==> src/inc/spfc_pkg.sv <==
// spfc_pkg: constants and carrier types for the switch port flow control registers
// assumes a simple word-wide register access port on the core clock
// Contract
// - port 2 bit 6 enables half-duplex backpressure, read/write
// - port 2 bit 5 read-only: actual duplex, 0 full, 1 half
// - port 2 bit 4 read-only: receive flow control currently active
// - port 2 bit 3 read-only: transmit flow control currently active
// - port 2 bit 2 enables pause detection when manual or autoneg off
// - port 2 bit 1 enables pause generation when manual or autoneg off
// - port 2 manual 0: autoneg result if autoneg on, else enable bits
// - port 2 manual 1: enable bits apply whenever full duplex
// - port 1 bit 1 enables pause generation when manual or autoneg off
// - port 1 manual 0: autoneg result if autoneg on, else enable bits
// - port 1 manual 1: enable bits apply while full duplex
// - writable fields reset from straps, reloaded when loader rewrites straps
// - status bits derive from link state and the writable fields; duplex from link state only
// - registers report the flow control actually in force
// - phy advertisement flow control bits are never changed here
// - port 2 bits 31 to 7 reserved, read as zero
// - port 1 bit 2 enables pause detection when manual or autoneg off
// - port 1 bit 6 enables half-duplex backpressure
// - port 1 bits 5,4,3 report duplex, rx and tx flow control active
package spfc_pkg;
    localparam logic [11:0] SPFC_PORT1_OFFSET = 12'h1a0;
    localparam logic [11:0] SPFC_PORT2_OFFSET = 12'h1a4;
    localparam int          SPFC_BIT_BACKPRESSURE = 6;
    localparam int          SPFC_BIT_DUPLEX       = 5;
    localparam int          SPFC_BIT_RX_ACTIVE    = 4;
    localparam int          SPFC_BIT_TX_ACTIVE    = 3;
    localparam int          SPFC_BIT_RX_ENABLE    = 2;
    localparam int          SPFC_BIT_TX_ENABLE    = 1;
    localparam int          SPFC_BIT_MANUAL       = 0;
    localparam logic [31:0] SPFC_READ_ZERO        = 32'h0000_0000;

    // per-port configuration straps, possibly rewritten by the loader
    typedef struct packed {
        logic backpressure;
        logic pause;
        logic manual_select;
    } spfc_strap_type;

    // per-port writable fields
    typedef struct packed {
        logic backpressure_enable;
        logic rx_pause_enable;
        logic tx_pause_enable;
        logic manual_select;
    } spfc_cfg_type;

    // link state from the phy side
    typedef struct packed {
        logic half_duplex;
        logic autoneg_on;
        logic an_rx_pause;
        logic an_tx_pause;
    } spfc_link_type;

    // resolved flow control in force
    typedef struct packed {
        logic half_duplex;
        logic rx_pause_active;
        logic tx_pause_active;
        logic backpressure;
    } spfc_res_type;

    typedef struct packed {
        spfc_cfg_type cfg;
        spfc_res_type res;
    } spfc_port_state_type;
endpackage

==> src/logic/spfc_port.sv <==
// spfc_port: one port's writable fields and flow control resolution
// assumes straps and link state are already synchronous to the core clock
`timescale 1ns/1ps
module spfc_port (
    // clock and reset
    input  wire logic                    i_core_clk,
    input  wire logic                    i_rst_n,
    // strap load
    input  wire logic                    i_strap_load,
    input  wire spfc_pkg::spfc_strap_type i_strap,
    // register write
    input  wire logic                    i_wr,
    input  wire logic [31:0]             i_wdata,
    // link state
    input  wire spfc_pkg::spfc_link_type i_link,
    // outputs
    output spfc_pkg::spfc_cfg_type       o_cfg,
    output spfc_pkg::spfc_res_type       o_res
);
    spfc_pkg::spfc_port_state_type state;
    spfc_pkg::spfc_port_state_type next_state;
    logic                          use_enables;

    always_comb begin
        next_state = state;
        if (i_strap_load) begin
            next_state.cfg.backpressure_enable = i_strap.backpressure;
            next_state.cfg.rx_pause_enable     = i_strap.pause;
            next_state.cfg.tx_pause_enable     = i_strap.pause;
            next_state.cfg.manual_select       = i_strap.manual_select;
        end else if (i_wr) begin
            // only writable fields are taken, status bits stay derived
            next_state.cfg.backpressure_enable = i_wdata[spfc_pkg::SPFC_BIT_BACKPRESSURE];
            next_state.cfg.rx_pause_enable     = i_wdata[spfc_pkg::SPFC_BIT_RX_ENABLE];
            next_state.cfg.tx_pause_enable     = i_wdata[spfc_pkg::SPFC_BIT_TX_ENABLE];
            next_state.cfg.manual_select       = i_wdata[spfc_pkg::SPFC_BIT_MANUAL];
        end
        // manual or autoneg off: enable bits; else autoneg result
        use_enables = next_state.cfg.manual_select | ~i_link.autoneg_on;
        next_state.res.half_duplex  = i_link.half_duplex;
        next_state.res.backpressure = next_state.cfg.backpressure_enable & i_link.half_duplex;
        if (i_link.half_duplex) begin
            next_state.res.rx_pause_active = 1'b0;
            next_state.res.tx_pause_active = 1'b0;
        end else if (use_enables) begin
            next_state.res.rx_pause_active = next_state.cfg.rx_pause_enable;
            next_state.res.tx_pause_active = next_state.cfg.tx_pause_enable;
        end else begin
            next_state.res.rx_pause_active = i_link.an_rx_pause;
            next_state.res.tx_pause_active = i_link.an_tx_pause;
        end
    end

    always_ff @(posedge i_core_clk or negedge i_rst_n) begin
        if (!i_rst_n) begin
            state <= '0;
        end else begin
            state <= next_state;
        end
    end

    assign o_cfg = state.cfg;
    assign o_res = state.res;
endmodule // spfc_port

==> src/logic/spfc_regs.sv <==
// spfc_regs: two-port flow control register bank for the switch fabric
// assumes a word register port on the core clock; straps are pins
`timescale 1ns/1ps
module spfc_regs (
    // clock and reset
    input  wire logic                     i_core_clk,
    input  wire logic                     i_resetn,
    // register access
    input  wire logic                     i_reg_wr,
    input  wire logic                     i_reg_rd,
    input  wire logic [11:0]              i_reg_addr,
    input  wire logic [31:0]              i_reg_wdata,
    output logic [31:0]                   o_reg_rdata,
    output logic                          o_reg_rvalid,
    // straps, pins, and loader rewrite pulse
    input  wire spfc_pkg::spfc_strap_type i_port1_strap,
    input  wire spfc_pkg::spfc_strap_type i_port2_strap,
    input  wire logic                     i_loader_rewrite,
    // link state from the phys
    input  wire spfc_pkg::spfc_link_type  i_port1_link,
    input  wire spfc_pkg::spfc_link_type  i_port2_link,
    // resolved flow control to the mac
    output spfc_pkg::spfc_res_type        o_port1_fc,
    output spfc_pkg::spfc_res_type        o_port2_fc
);
    // ----------------------------------------
    // reset release and input synchronisers
    // ----------------------------------------
    typedef struct packed {
        logic [1:0]               rst_sync;
        logic                     rst_done;
        spfc_pkg::spfc_strap_type s1_a;
        spfc_pkg::spfc_strap_type s1_b;
        spfc_pkg::spfc_strap_type s2_a;
        spfc_pkg::spfc_strap_type s2_b;
        logic                     ld_a;
        logic                     ld_b;
        logic                     ld_c;
        spfc_pkg::spfc_link_type  l1_a;
        spfc_pkg::spfc_link_type  l1_b;
        spfc_pkg::spfc_link_type  l2_a;
        spfc_pkg::spfc_link_type  l2_b;
        logic [31:0]              rdata;
        logic                     rvalid;
    } spfc_top_state_type;

    spfc_top_state_type     state;
    spfc_top_state_type     next_state;
    logic                   rst_n;
    logic                   load1;
    logic                   load2;
    logic                   wr1;
    logic                   wr2;
    spfc_pkg::spfc_cfg_type cfg1;
    spfc_pkg::spfc_cfg_type cfg2;
    spfc_pkg::spfc_res_type res1;
    spfc_pkg::spfc_res_type res2;

    // reset synchroniser kept apart so reset reaches only constants
    logic [1:0] rst_pipe;
    always_ff @(posedge i_core_clk or negedge i_resetn) begin
        if (!i_resetn) begin
            rst_pipe <= 2'h0;
        end else begin
            rst_pipe <= {rst_pipe[0], 1'b1};
        end
    end
    assign rst_n = rst_pipe[1];

    // ----------------------------------------
    // straps load once after release, then on each loader rewrite
    // ----------------------------------------
    // first load waits until the strap synchronisers hold pin values, not reset zeros
    assign load1 = (state.rst_sync[1] & ~state.rst_done) | (state.ld_b & ~state.ld_c);
    assign load2 = load1;
    assign wr1   = i_reg_wr & (i_reg_addr == spfc_pkg::SPFC_PORT1_OFFSET);
    assign wr2   = i_reg_wr & (i_reg_addr == spfc_pkg::SPFC_PORT2_OFFSET);

    always_comb begin
        next_state          = state;
        next_state.rst_sync = {state.rst_sync[0], 1'b1};
        next_state.rst_done = state.rst_sync[1];
        next_state.s1_a     = i_port1_strap;
        next_state.s1_b     = state.s1_a;
        next_state.s2_a     = i_port2_strap;
        next_state.s2_b     = state.s2_a;
        next_state.ld_a     = i_loader_rewrite;
        next_state.ld_b     = state.ld_a;
        next_state.ld_c     = state.ld_b;
        next_state.l1_a     = i_port1_link;
        next_state.l1_b     = state.l1_a;
        next_state.l2_a     = i_port2_link;
        next_state.l2_b     = state.l2_a;
        next_state.rvalid   = i_reg_rd;
        next_state.rdata    = spfc_pkg::SPFC_READ_ZERO;
        if (i_reg_rd) begin
            if (i_reg_addr == spfc_pkg::SPFC_PORT1_OFFSET) begin
                next_state.rdata[spfc_pkg::SPFC_BIT_BACKPRESSURE] = cfg1.backpressure_enable;
                next_state.rdata[spfc_pkg::SPFC_BIT_DUPLEX]       = res1.half_duplex;
                next_state.rdata[spfc_pkg::SPFC_BIT_RX_ACTIVE]    = res1.rx_pause_active;
                next_state.rdata[spfc_pkg::SPFC_BIT_TX_ACTIVE]    = res1.tx_pause_active;
                next_state.rdata[spfc_pkg::SPFC_BIT_RX_ENABLE]    = cfg1.rx_pause_enable;
                next_state.rdata[spfc_pkg::SPFC_BIT_TX_ENABLE]    = cfg1.tx_pause_enable;
                next_state.rdata[spfc_pkg::SPFC_BIT_MANUAL]       = cfg1.manual_select;
            end else if (i_reg_addr == spfc_pkg::SPFC_PORT2_OFFSET) begin
                next_state.rdata[spfc_pkg::SPFC_BIT_BACKPRESSURE] = cfg2.backpressure_enable;
                next_state.rdata[spfc_pkg::SPFC_BIT_DUPLEX]       = res2.half_duplex;
                next_state.rdata[spfc_pkg::SPFC_BIT_RX_ACTIVE]    = res2.rx_pause_active;
                next_state.rdata[spfc_pkg::SPFC_BIT_TX_ACTIVE]    = res2.tx_pause_active;
                next_state.rdata[spfc_pkg::SPFC_BIT_RX_ENABLE]    = cfg2.rx_pause_enable;
                next_state.rdata[spfc_pkg::SPFC_BIT_TX_ENABLE]    = cfg2.tx_pause_enable;
                next_state.rdata[spfc_pkg::SPFC_BIT_MANUAL]       = cfg2.manual_select;
            end
        end
    end

    always_ff @(posedge i_core_clk or negedge rst_n) begin
        if (!rst_n) begin
            state <= '0;
        end else begin
            state <= next_state;
        end
    end

    // ----------------------------------------
    // per-port fields; phy advertisement has no path from here
    // ----------------------------------------
    spfc_port u_port1 (
        .i_core_clk   (i_core_clk),
        .i_rst_n      (rst_n),
        .i_strap_load (load1),
        .i_strap      (state.s1_b),
        .i_wr         (wr1),
        .i_wdata      (i_reg_wdata),
        .i_link       (state.l1_b),
        .o_cfg        (cfg1),
        .o_res        (res1)
    );

    spfc_port u_port2 (
        .i_core_clk   (i_core_clk),
        .i_rst_n      (rst_n),
        .i_strap_load (load2),
        .i_strap      (state.s2_b),
        .i_wr         (wr2),
        .i_wdata      (i_reg_wdata),
        .i_link       (state.l2_b),
        .o_cfg        (cfg2),
        .o_res        (res2)
    );

    assign o_reg_rdata  = state.rdata;
    assign o_reg_rvalid = state.rvalid;
    assign o_port1_fc   = res1;
    assign o_port2_fc   = res2;
endmodule // spfc_regs

==> config.mk <==
export PLATFORM = sky130hd
export DESIGN_NAME = spfc_regs
export DESIGN_NICKNAME = d
export VERILOG_FILES = /design/src/inc/spfc_pkg.sv /design/src/logic/spfc_port.sv /design/src/logic/spfc_regs.sv
export SDC_FILE = /design/constraint.sdc
export NUM_CORES = 1
export LEC_CHECK = 0
export ABC_AREA = 1
export ABC_CLOCK_PERIOD_IN_PS = 2550
export BUFFER_PORTS_ARGS = -buffer_cell sky130_fd_sc_hd__buf_2
export CORE_MARGIN = 5
export CORE_UTILIZATION = 45
export CTS_CLUSTER_DIAMETER = 60
export DETAILED_ROUTE_END_ITERATION = 7
export GPL_ROUTABILITY_DRIVEN = 1
export HOLD_SLACK_MARGIN = 0.08
export MAX_ROUTING_LAYER = met4
export PLACE_DENSITY = 0.76
export SETUP_SLACK_MARGIN = 0.15
export SKIP_LAST_GASP = 1
export SYNTH_ARGS = -nofsm -noshare
export SYNTH_HDL_FRONTEND = slang
export SYNTH_SLANG_ARGS = --single-unit
export TNS_END_PERCENT = 10
==> constraint.sdc <==
create_clock -name i_core_clk -period 2.55 [get_ports i_core_clk]
set_clock_uncertainty 0.15 [all_clocks]
set_input_delay 0.1275 -clock i_core_clk [delete_from_list [all_inputs] [get_ports i_core_clk]]
set_output_delay 0.1275 -clock i_core_clk [all_outputs]
set_load 0.02 [all_outputs]
==> summary.txt, run 1 <==
Setup path
  • CP Launch Point: i_reg_addr[4]
  • Crit path capture: u_port1.o_res[0]
  • Worst R2R Path Depth: 6
  • Worst r2r dst: u_port1.o_res[2]
  • Worst endpoint required time: 2.67 ns
  • Worst Path Arrival: 1.80 ns
  • Reg2reg start: state[64]
  • R2R Setup Slk: 0.94 ns
  • Worst setup SP type: input port
  • Worst setup EP type: register
  • CP max FO: 8
  • Critical path type: input port to register

Logic synthesis
  • Ys Warns: 0
  • Distinct cell type count of the synthesized netlist: 23
  • Post-Synthesis Cells: 226
  • Sequential area share after synthesis: 61.57%
  • Register bit total from synthesis: 60
  • Syn Area/Cell: 10.79 um^2
  • Syn Std Cell Area: 0.002439 mm^2

Die
  • Die area: 0.006991 mm^2
  • Initial core utilization: 47.15%
  • Die H: 83.62 um
  • # IOs: 104
  • Num rows: 26
  • Die W: 83.62 um
  • Core area: 0.005172 mm^2

Power and ir drop
  • Pwr Density: 707.3 mW/mm^2
  • Power Total: 2.175 mW
  • P_leak: 1.654 nW
  • Worst VDD drop: 0.0004973 V

STA
  • Setup TNS: 0 ns
  • Slew @ Worst Pin: 0.5780 ns
  • Post-layout min period: 1.676 ns
  • Top achievable clock speed: 596.6 MHz
  • Period utilization: 65.74%
  • RSZ-0062 raised after global routing: false
  • Setup violators final: 0
  • Final hold vios: 0
  • Max Slew Vio Count: 0
  • Worst slew margin: 61.47%

Global routing
  • GRT Resource Usage Total: 14.21%
  • Vias in the first global route: 1,629
  • Initial antenna violation count: 0
  • Largest net degree at the start of global routing: 34
  • First-pass GRT wire length: 7.465 mm
  • GRT Residual Overflow: 0

Clock tree
  • Clock root cell: clkbuf_8
  • Clk sinks: 60
  • Largest buffer count on any clock path: 2
  • TritonCTS clock tree: done
  • Num CTS Buffers: 9
  • Later-pin clock latency in the skew report: 0.33 ns
  • H-tree depth: 3
  • Clock transition at the registers of the reported paths: 0.07 ns
  • Post-CTS Setup Bufs: 0

Final layout
  • Final net count: 365
  • Share of cells above drive strength 1: 28.01%
  • P&R area growth vs syn: 26.12%
  • Area occupied by multi-input gates: 629.4 um^2
  • Reg area: 0.001503 mm^2
  • ANT cells: 0
  • Non-Filler Instances: 377
  • Fillcell total: 418

Flow run
  • # Max-Cap Violations: 0

Drt
  • Final ANT Viol Nets: 0
  • Vias per Instance: 4.162
  • DR vias: 1,569
  • WL per Instance: 11.56 um
  • Drt drc: 0
  • DRT Pass-1 Iters: 4
  • Routed wire length: 4.359 mm
  • Iteration-0 DRC Markers: 61

Placed design
  • Final HPWL DP: 3.060 mm
  • Port-buffer cells: 50
  • Placed cells: 339
  • Gpl congestion: 0.8525

Hold path
  • Min-delay worst type: input port to register
  • Hold-critical path depth: 5

Outcome
  • Status: finished, final reports clean
stage by stage:
stage	hold slack [ns]	setup WS (ns)	cell area (um^2)	util, %
2_1_floorplan	-0.3181	0.6058	2532	-
3_3_place_gp	-0.2357	0.9531	2638	50.99
3_5_place_dp	-0.2348	0.9439	2638	50.99
4_1_cts	0.08857	0.9200	3075	59.46
5_1_grt	0.1482	0.7860	3075	59.46
6_report	0.1106	0.8737	3075	59.46
synth_stat cells:
master	number	area, um^2
bufinv_8	1	17.52
inv_1	32	120.1
o21ai_0	1	5.000
nand2_2	3	18.77
conb_1	2	7.510
nor2_4	2	22.52
nand4_1	10	62.56
and2_1	1	6.260
nor2_2	2	12.51
o22ai_2	1	12.51
nand2_4	1	11.26
dfrtp_1	60	1501
nand3_1	13	65.06
nor2_8	1	20.02
nor2_1	9	33.78
nand3_4	1	17.52
clkinv_2	2	10.01
a21oi_2	1	8.760
clkbuf_8	1	13.76
nand2_1	35	131.4
buf_4	32	240.2
a21oi_1	10	50.05
nand3_2	5	50.05
critical path, cell delays in order:
cell and delay, ns:
buf_2 0.10, nor2_2 0.16, nand2_4 0.10, nor2_8 0.18, nand2_2 0.07, clkinv_2 0.11
nand3_2 0.07, dlygate4sd3_1 0.58, a21oi_2 0.17, and2_1 0.14
where the power goes:
group          leakage (nW)  internal, mW  switching, mW
sequential            0.724          1.01         0.0300
combinational         0.823        0.0844          0.137
clock                 0.107         0.576          0.339
total                  1.65          1.67          0.506
sequential cells by signal (all words and copies together) (netlist names):
| name | cells |
|---|---|
| next_state | 18 |
| o_reg_rdata | 7 |
| o_reg_rvalid | 1 |
| rst_pipe | 2 |
| state | 16 |
| u_port1.o_cfg | 4 |
| u_port1.o_res | 4 |
| u_port2.o_cfg | 4 |
| u_port2.o_res | 4 |
timing repair:
item	CTS	global route
resized for setup	0	0
endpoints found under the setup margin	0	0
hold buffers	22	0
hold endpoints to repair	31	0
layout by cell type, fill, tap and decap left out, types with 9 or more instances in the layout:
cell	instances
nand4_1	10
nand2_1	35
nand3_1	13
conb_1	27
dfrtp_1	59
a21oi_1	10
buf_2	50
nor2_1	9
clkbuf_8	10
inv_1	32
dlygate4sd3_1	22
layout make-up:
cell class,instances,area share (%)
repair buffers,73,15.95
well taps,70,2.848
inverters,35,4.801
clock inverters,4,2.360
flip-flops and latches,60,48.86
multi-input cells,123,20.46
clock buffers,12,4.719
worst min path at each step:
| stage | start | to | slack [ns] |
|---|---|---|---|
| detailed placement | i_resetn | rst_pipe[0] | -0.23 |
| finish | i_reg_wdata[0] | u_port1.o_cfg[0] | 0.11 |
| global route | i_reg_wdata[0] | u_port2.o_cfg[0] | 0.15 |
| global placement | i_resetn | rst_pipe[0] | -0.24 |
| floorplan | i_resetn | rst_pipe[0] | -0.32 |
| CTS | i_reg_wdata[0] | u_port2.o_cfg[0] | 0.09 |
metal layers:
metal | global-route usage, % | vias to the layer above | share of wire [%]
met3 | 5.331 | 6 | 8.7
li1 | - | 792 | -
met4 | 7.456 | 0 | 2.3
met2 | 21.33 | 65 | 46
met5 | - | - | 0
met1 | 16.63 | 706 | 43
cells by family (layout without fill, tap and decap cells):
logic type / Yosys count / after routing / share of synthesized area (%)
buffers and inverters: 68 / 124 / 16.47
flip-flops: 60 / 60 / 61.57
AND/OR/NAND/NOR: 83 / 83 / 18.52
other: 2 / 27 / 0.3080
AO/OA/AOI/OAI: 13 / 13 / 3.130
No activity file was read; power rests on OpenSTA's default activity.
==> run 2, diff against run 1 <==
- ABC_CLOCK_PERIOD_IN_PS: 2550 -> 1600
- clock period: 2.55 -> 1.6 ns (I/O delays scaled with it)
==> summary.txt, run 2 (same netlist as run 1, synthesis figures left out) <==
Final layout
  • Most common cell after layout, fill and taps aside: dfrtp_1
  • Final net count: 368 (+0.82%)
  • ANT cells: 0 (unchanged)
  • Largest register FFs: 18 (unchanged)
  • Share of cells above drive strength 1: 29.35% (+1.3 points)
  • Most frequent cells in the layout: dfrtp_1 (59), buf_2 (49), nand2_1 (35)
  • P&R area growth vs syn: 27.86%
  • Post-route cell area: 0.003118 mm^2 (+1.4%)

Clock tree
  • Largest buffer count on any clock path: 2 (unchanged)
  • Later-pin clock latency in the skew report: 0.32 ns (about the same)
  • Clock root cell: clkbuf_8
  • H-tree depth: 3 (unchanged)
  • Clock transition at the registers of the reported paths: 0.06 ns (about the same)
  • Num CTS Buffers: 9 (unchanged)
  • Post-CTS Setup Bufs: 0 (unchanged)
  • Clk sinks: 60 (unchanged)
  • TritonCTS clock tree: done

Global routing
  • Vias in the first global route: 1,595 (-2.1%)
  • Largest net degree at the start of global routing: 37 (+8.8%)
  • Initial antenna violation count: 0 (unchanged)
  • First-pass GRT wire length: 7.348 mm (-1.6%)
  • GRT Residual Overflow: 0 (unchanged)
  • GRT Resource Usage Total: 13.62% (-0.59 points)

Setup path
  • R2R Setup Slk: 0.19 ns (-0.75 ns)
  • CP Launch Point: state[64]
  • Worst setup EP type: register
  • Worst r2r dst: u_port2.o_res[0]
  • Worst endpoint required time: 1.64 ns (-1.03 ns)
  • Worst R2R Path Depth: 4 (-2)
  • Worst setup SP type: register
  • CP max FO: 9 (+1)
  • Reg2reg start: state[64]
  • Crit path capture: u_port2.o_res[0]
  • Worst Path Arrival: 1.45 ns (-0.35 ns)
  • Critical path type: register to register

Power and ir drop
  • Pwr Density: 1139 mW/mm^2 (+61%)
  • P_leak: 1.678 nW (+1.5%)
  • Worst VDD drop: 0.0009181 V (+85%)

STA
  • Setup violators final: 0 (unchanged)
  • Post-layout min period: 1.409 ns
  • Final hold vios: 0 (unchanged)
  • Setup TNS: 0 ns (unchanged)
  • Final setup margin: 0.1914 ns (-0.6823 ns)
  • Top achievable clock speed: 709.9 MHz
  • Max Slew Vio Count: 0 (unchanged)
  • RSZ-0062 raised after global routing: true
  • Period utilization: 88.04%

Die
  • Die W: 83.62 um (unchanged)
  • Core area: 0.005172 mm^2 (unchanged)
  • Num rows: 26 (unchanged)
  • # IOs: 104 (unchanged)
  • Die area: 0.006991 mm^2 (unchanged)
  • Die H: 83.62 um (unchanged)
  • Initial core utilization: 47.15% (unchanged)

Placed design
  • Port-buffer cells: 50 (unchanged)
  • Gpl congestion: 0.9142 (+7.2%)
  • Area post-placement: 0.002640 mm^2 (about the same)
  • Pre-CTS WS: 0.1469 ns (-0.7970 ns)
  • Final HPWL DP: 3.028 mm (-1.0%)

Drt
  • DR vias: 1,591 (+1.4%)
  • Vias per Instance: 4.187 (+0.60%)
  • Final ANT Viol Nets: 0 (unchanged)
  • Iteration-0 DRC Markers: 78 (+28%)
  • Drt drc: 0 (unchanged)
  • DRT Pass-1 Iters: 4 (unchanged)
  • WL per Instance: 11.12 um (-3.8%)
  • Routed wire length: 4.226 mm (-3.1%)

Outcome
  • Status: finished, final reports clean

Hold path
  • Min-delay worst type: register to async pin

Flow run
  • # Max-Cap Violations: 0 (unchanged)
==> run 2: changes by cell type in the layout (fill, tap and decap cells not counted) <==
| cell | change |
|---|---|
| a21oi_1 | -1 |
| a21oi_2 | +1 |
| buf_12 | -1 |
| buf_2 | -1 |
| buf_4 | +3 |
| clkbuf_1 | -1 |
| clkbuf_4 | +1 |
| clkbuf_8 | +2 |
| clkinv_2 | -1 |
| dlygate4sd3_1 | +1 |
| nand3_1 | -1 |
| nand3_2 | +1 |
==> run 2: critical path: stages (launching register included) <==
cell	delay, ns
dfrtp_1	0.38
o22ai_2	0.19
bufinv_8	0.23
o21ai_0	0.23
nor2_1	0.10
==> run 2: cell type report <==
class,instances,area (um^2)
Fill cell,424,2054
Sequential cell,60,1503
Multi-Input combinational cell,123,638.1
Timing Repair Buffer,76,505.5
Clock buffer,13,168.9
Inverter,35,147.6
Tap cell,70,87.58
Clock inverter,3,67.56
==> run 2: per-layer routing <==
layer  wire length (um)  vias to the layer above  track usage, %
met5                  0                        -               -
met4                146                        0           8.187
met3                304                       13           3.850
met2               2005                       62           20.54
met1               1770                      717           16.22
li1                   -                      799               -
==> run 2: repair_timing <==
action	4_1_cts	5_1_grt
setup endpoints to repair	0	4
gates resized for setup	0	3
hold buffers	23	0
endpoints found under the hold margin	34	0
==> run 2: worst min-delay path by stage <==
| stage | startpoint | to | slack (ns) | depth (start not counted) |
|---|---|---|---|---|
| after floorplan | i_resetn | rst_pipe[0] | -0.37 | 0 |
| after global placement | i_resetn | rst_pipe[0] | -0.28 | 1 |
| after detailed placement | i_resetn | rst_pipe[0] | -0.28 | 1 |
| after CTS | rst_pipe[1] | next_state[59] | 0.1 | 1 |
| after global routing | rst_pipe[1] | next_state[59] | 0.15 | 1 |
| final | rst_pipe[1] | next_state[59] | 0.09 | 1 |
==> run 2: where the power goes <==
group          internal (mW)  leakage [nW]  total [mW]  switching, mW
logic                  0.140         0.839       0.372          0.231
registers               1.61         0.724        1.65         0.0375
clock network           1.01         0.116        1.54          0.530
total                   2.75          1.68        3.55          0.799
==> run 2: per-stage QoR <==
step	hold WS, ns	power, mW	std cells	util [%]
finish	0.08897	3.553	380	60.28
global route	0.1488	3.730	380	60.28
CTS	0.09844	3.592	380	60.06
detailed placement	-0.2816	1.998	341	51.04
global placement	-0.2834	1.987	341	51.04
floorplan	-0.3656	1.935	251	-
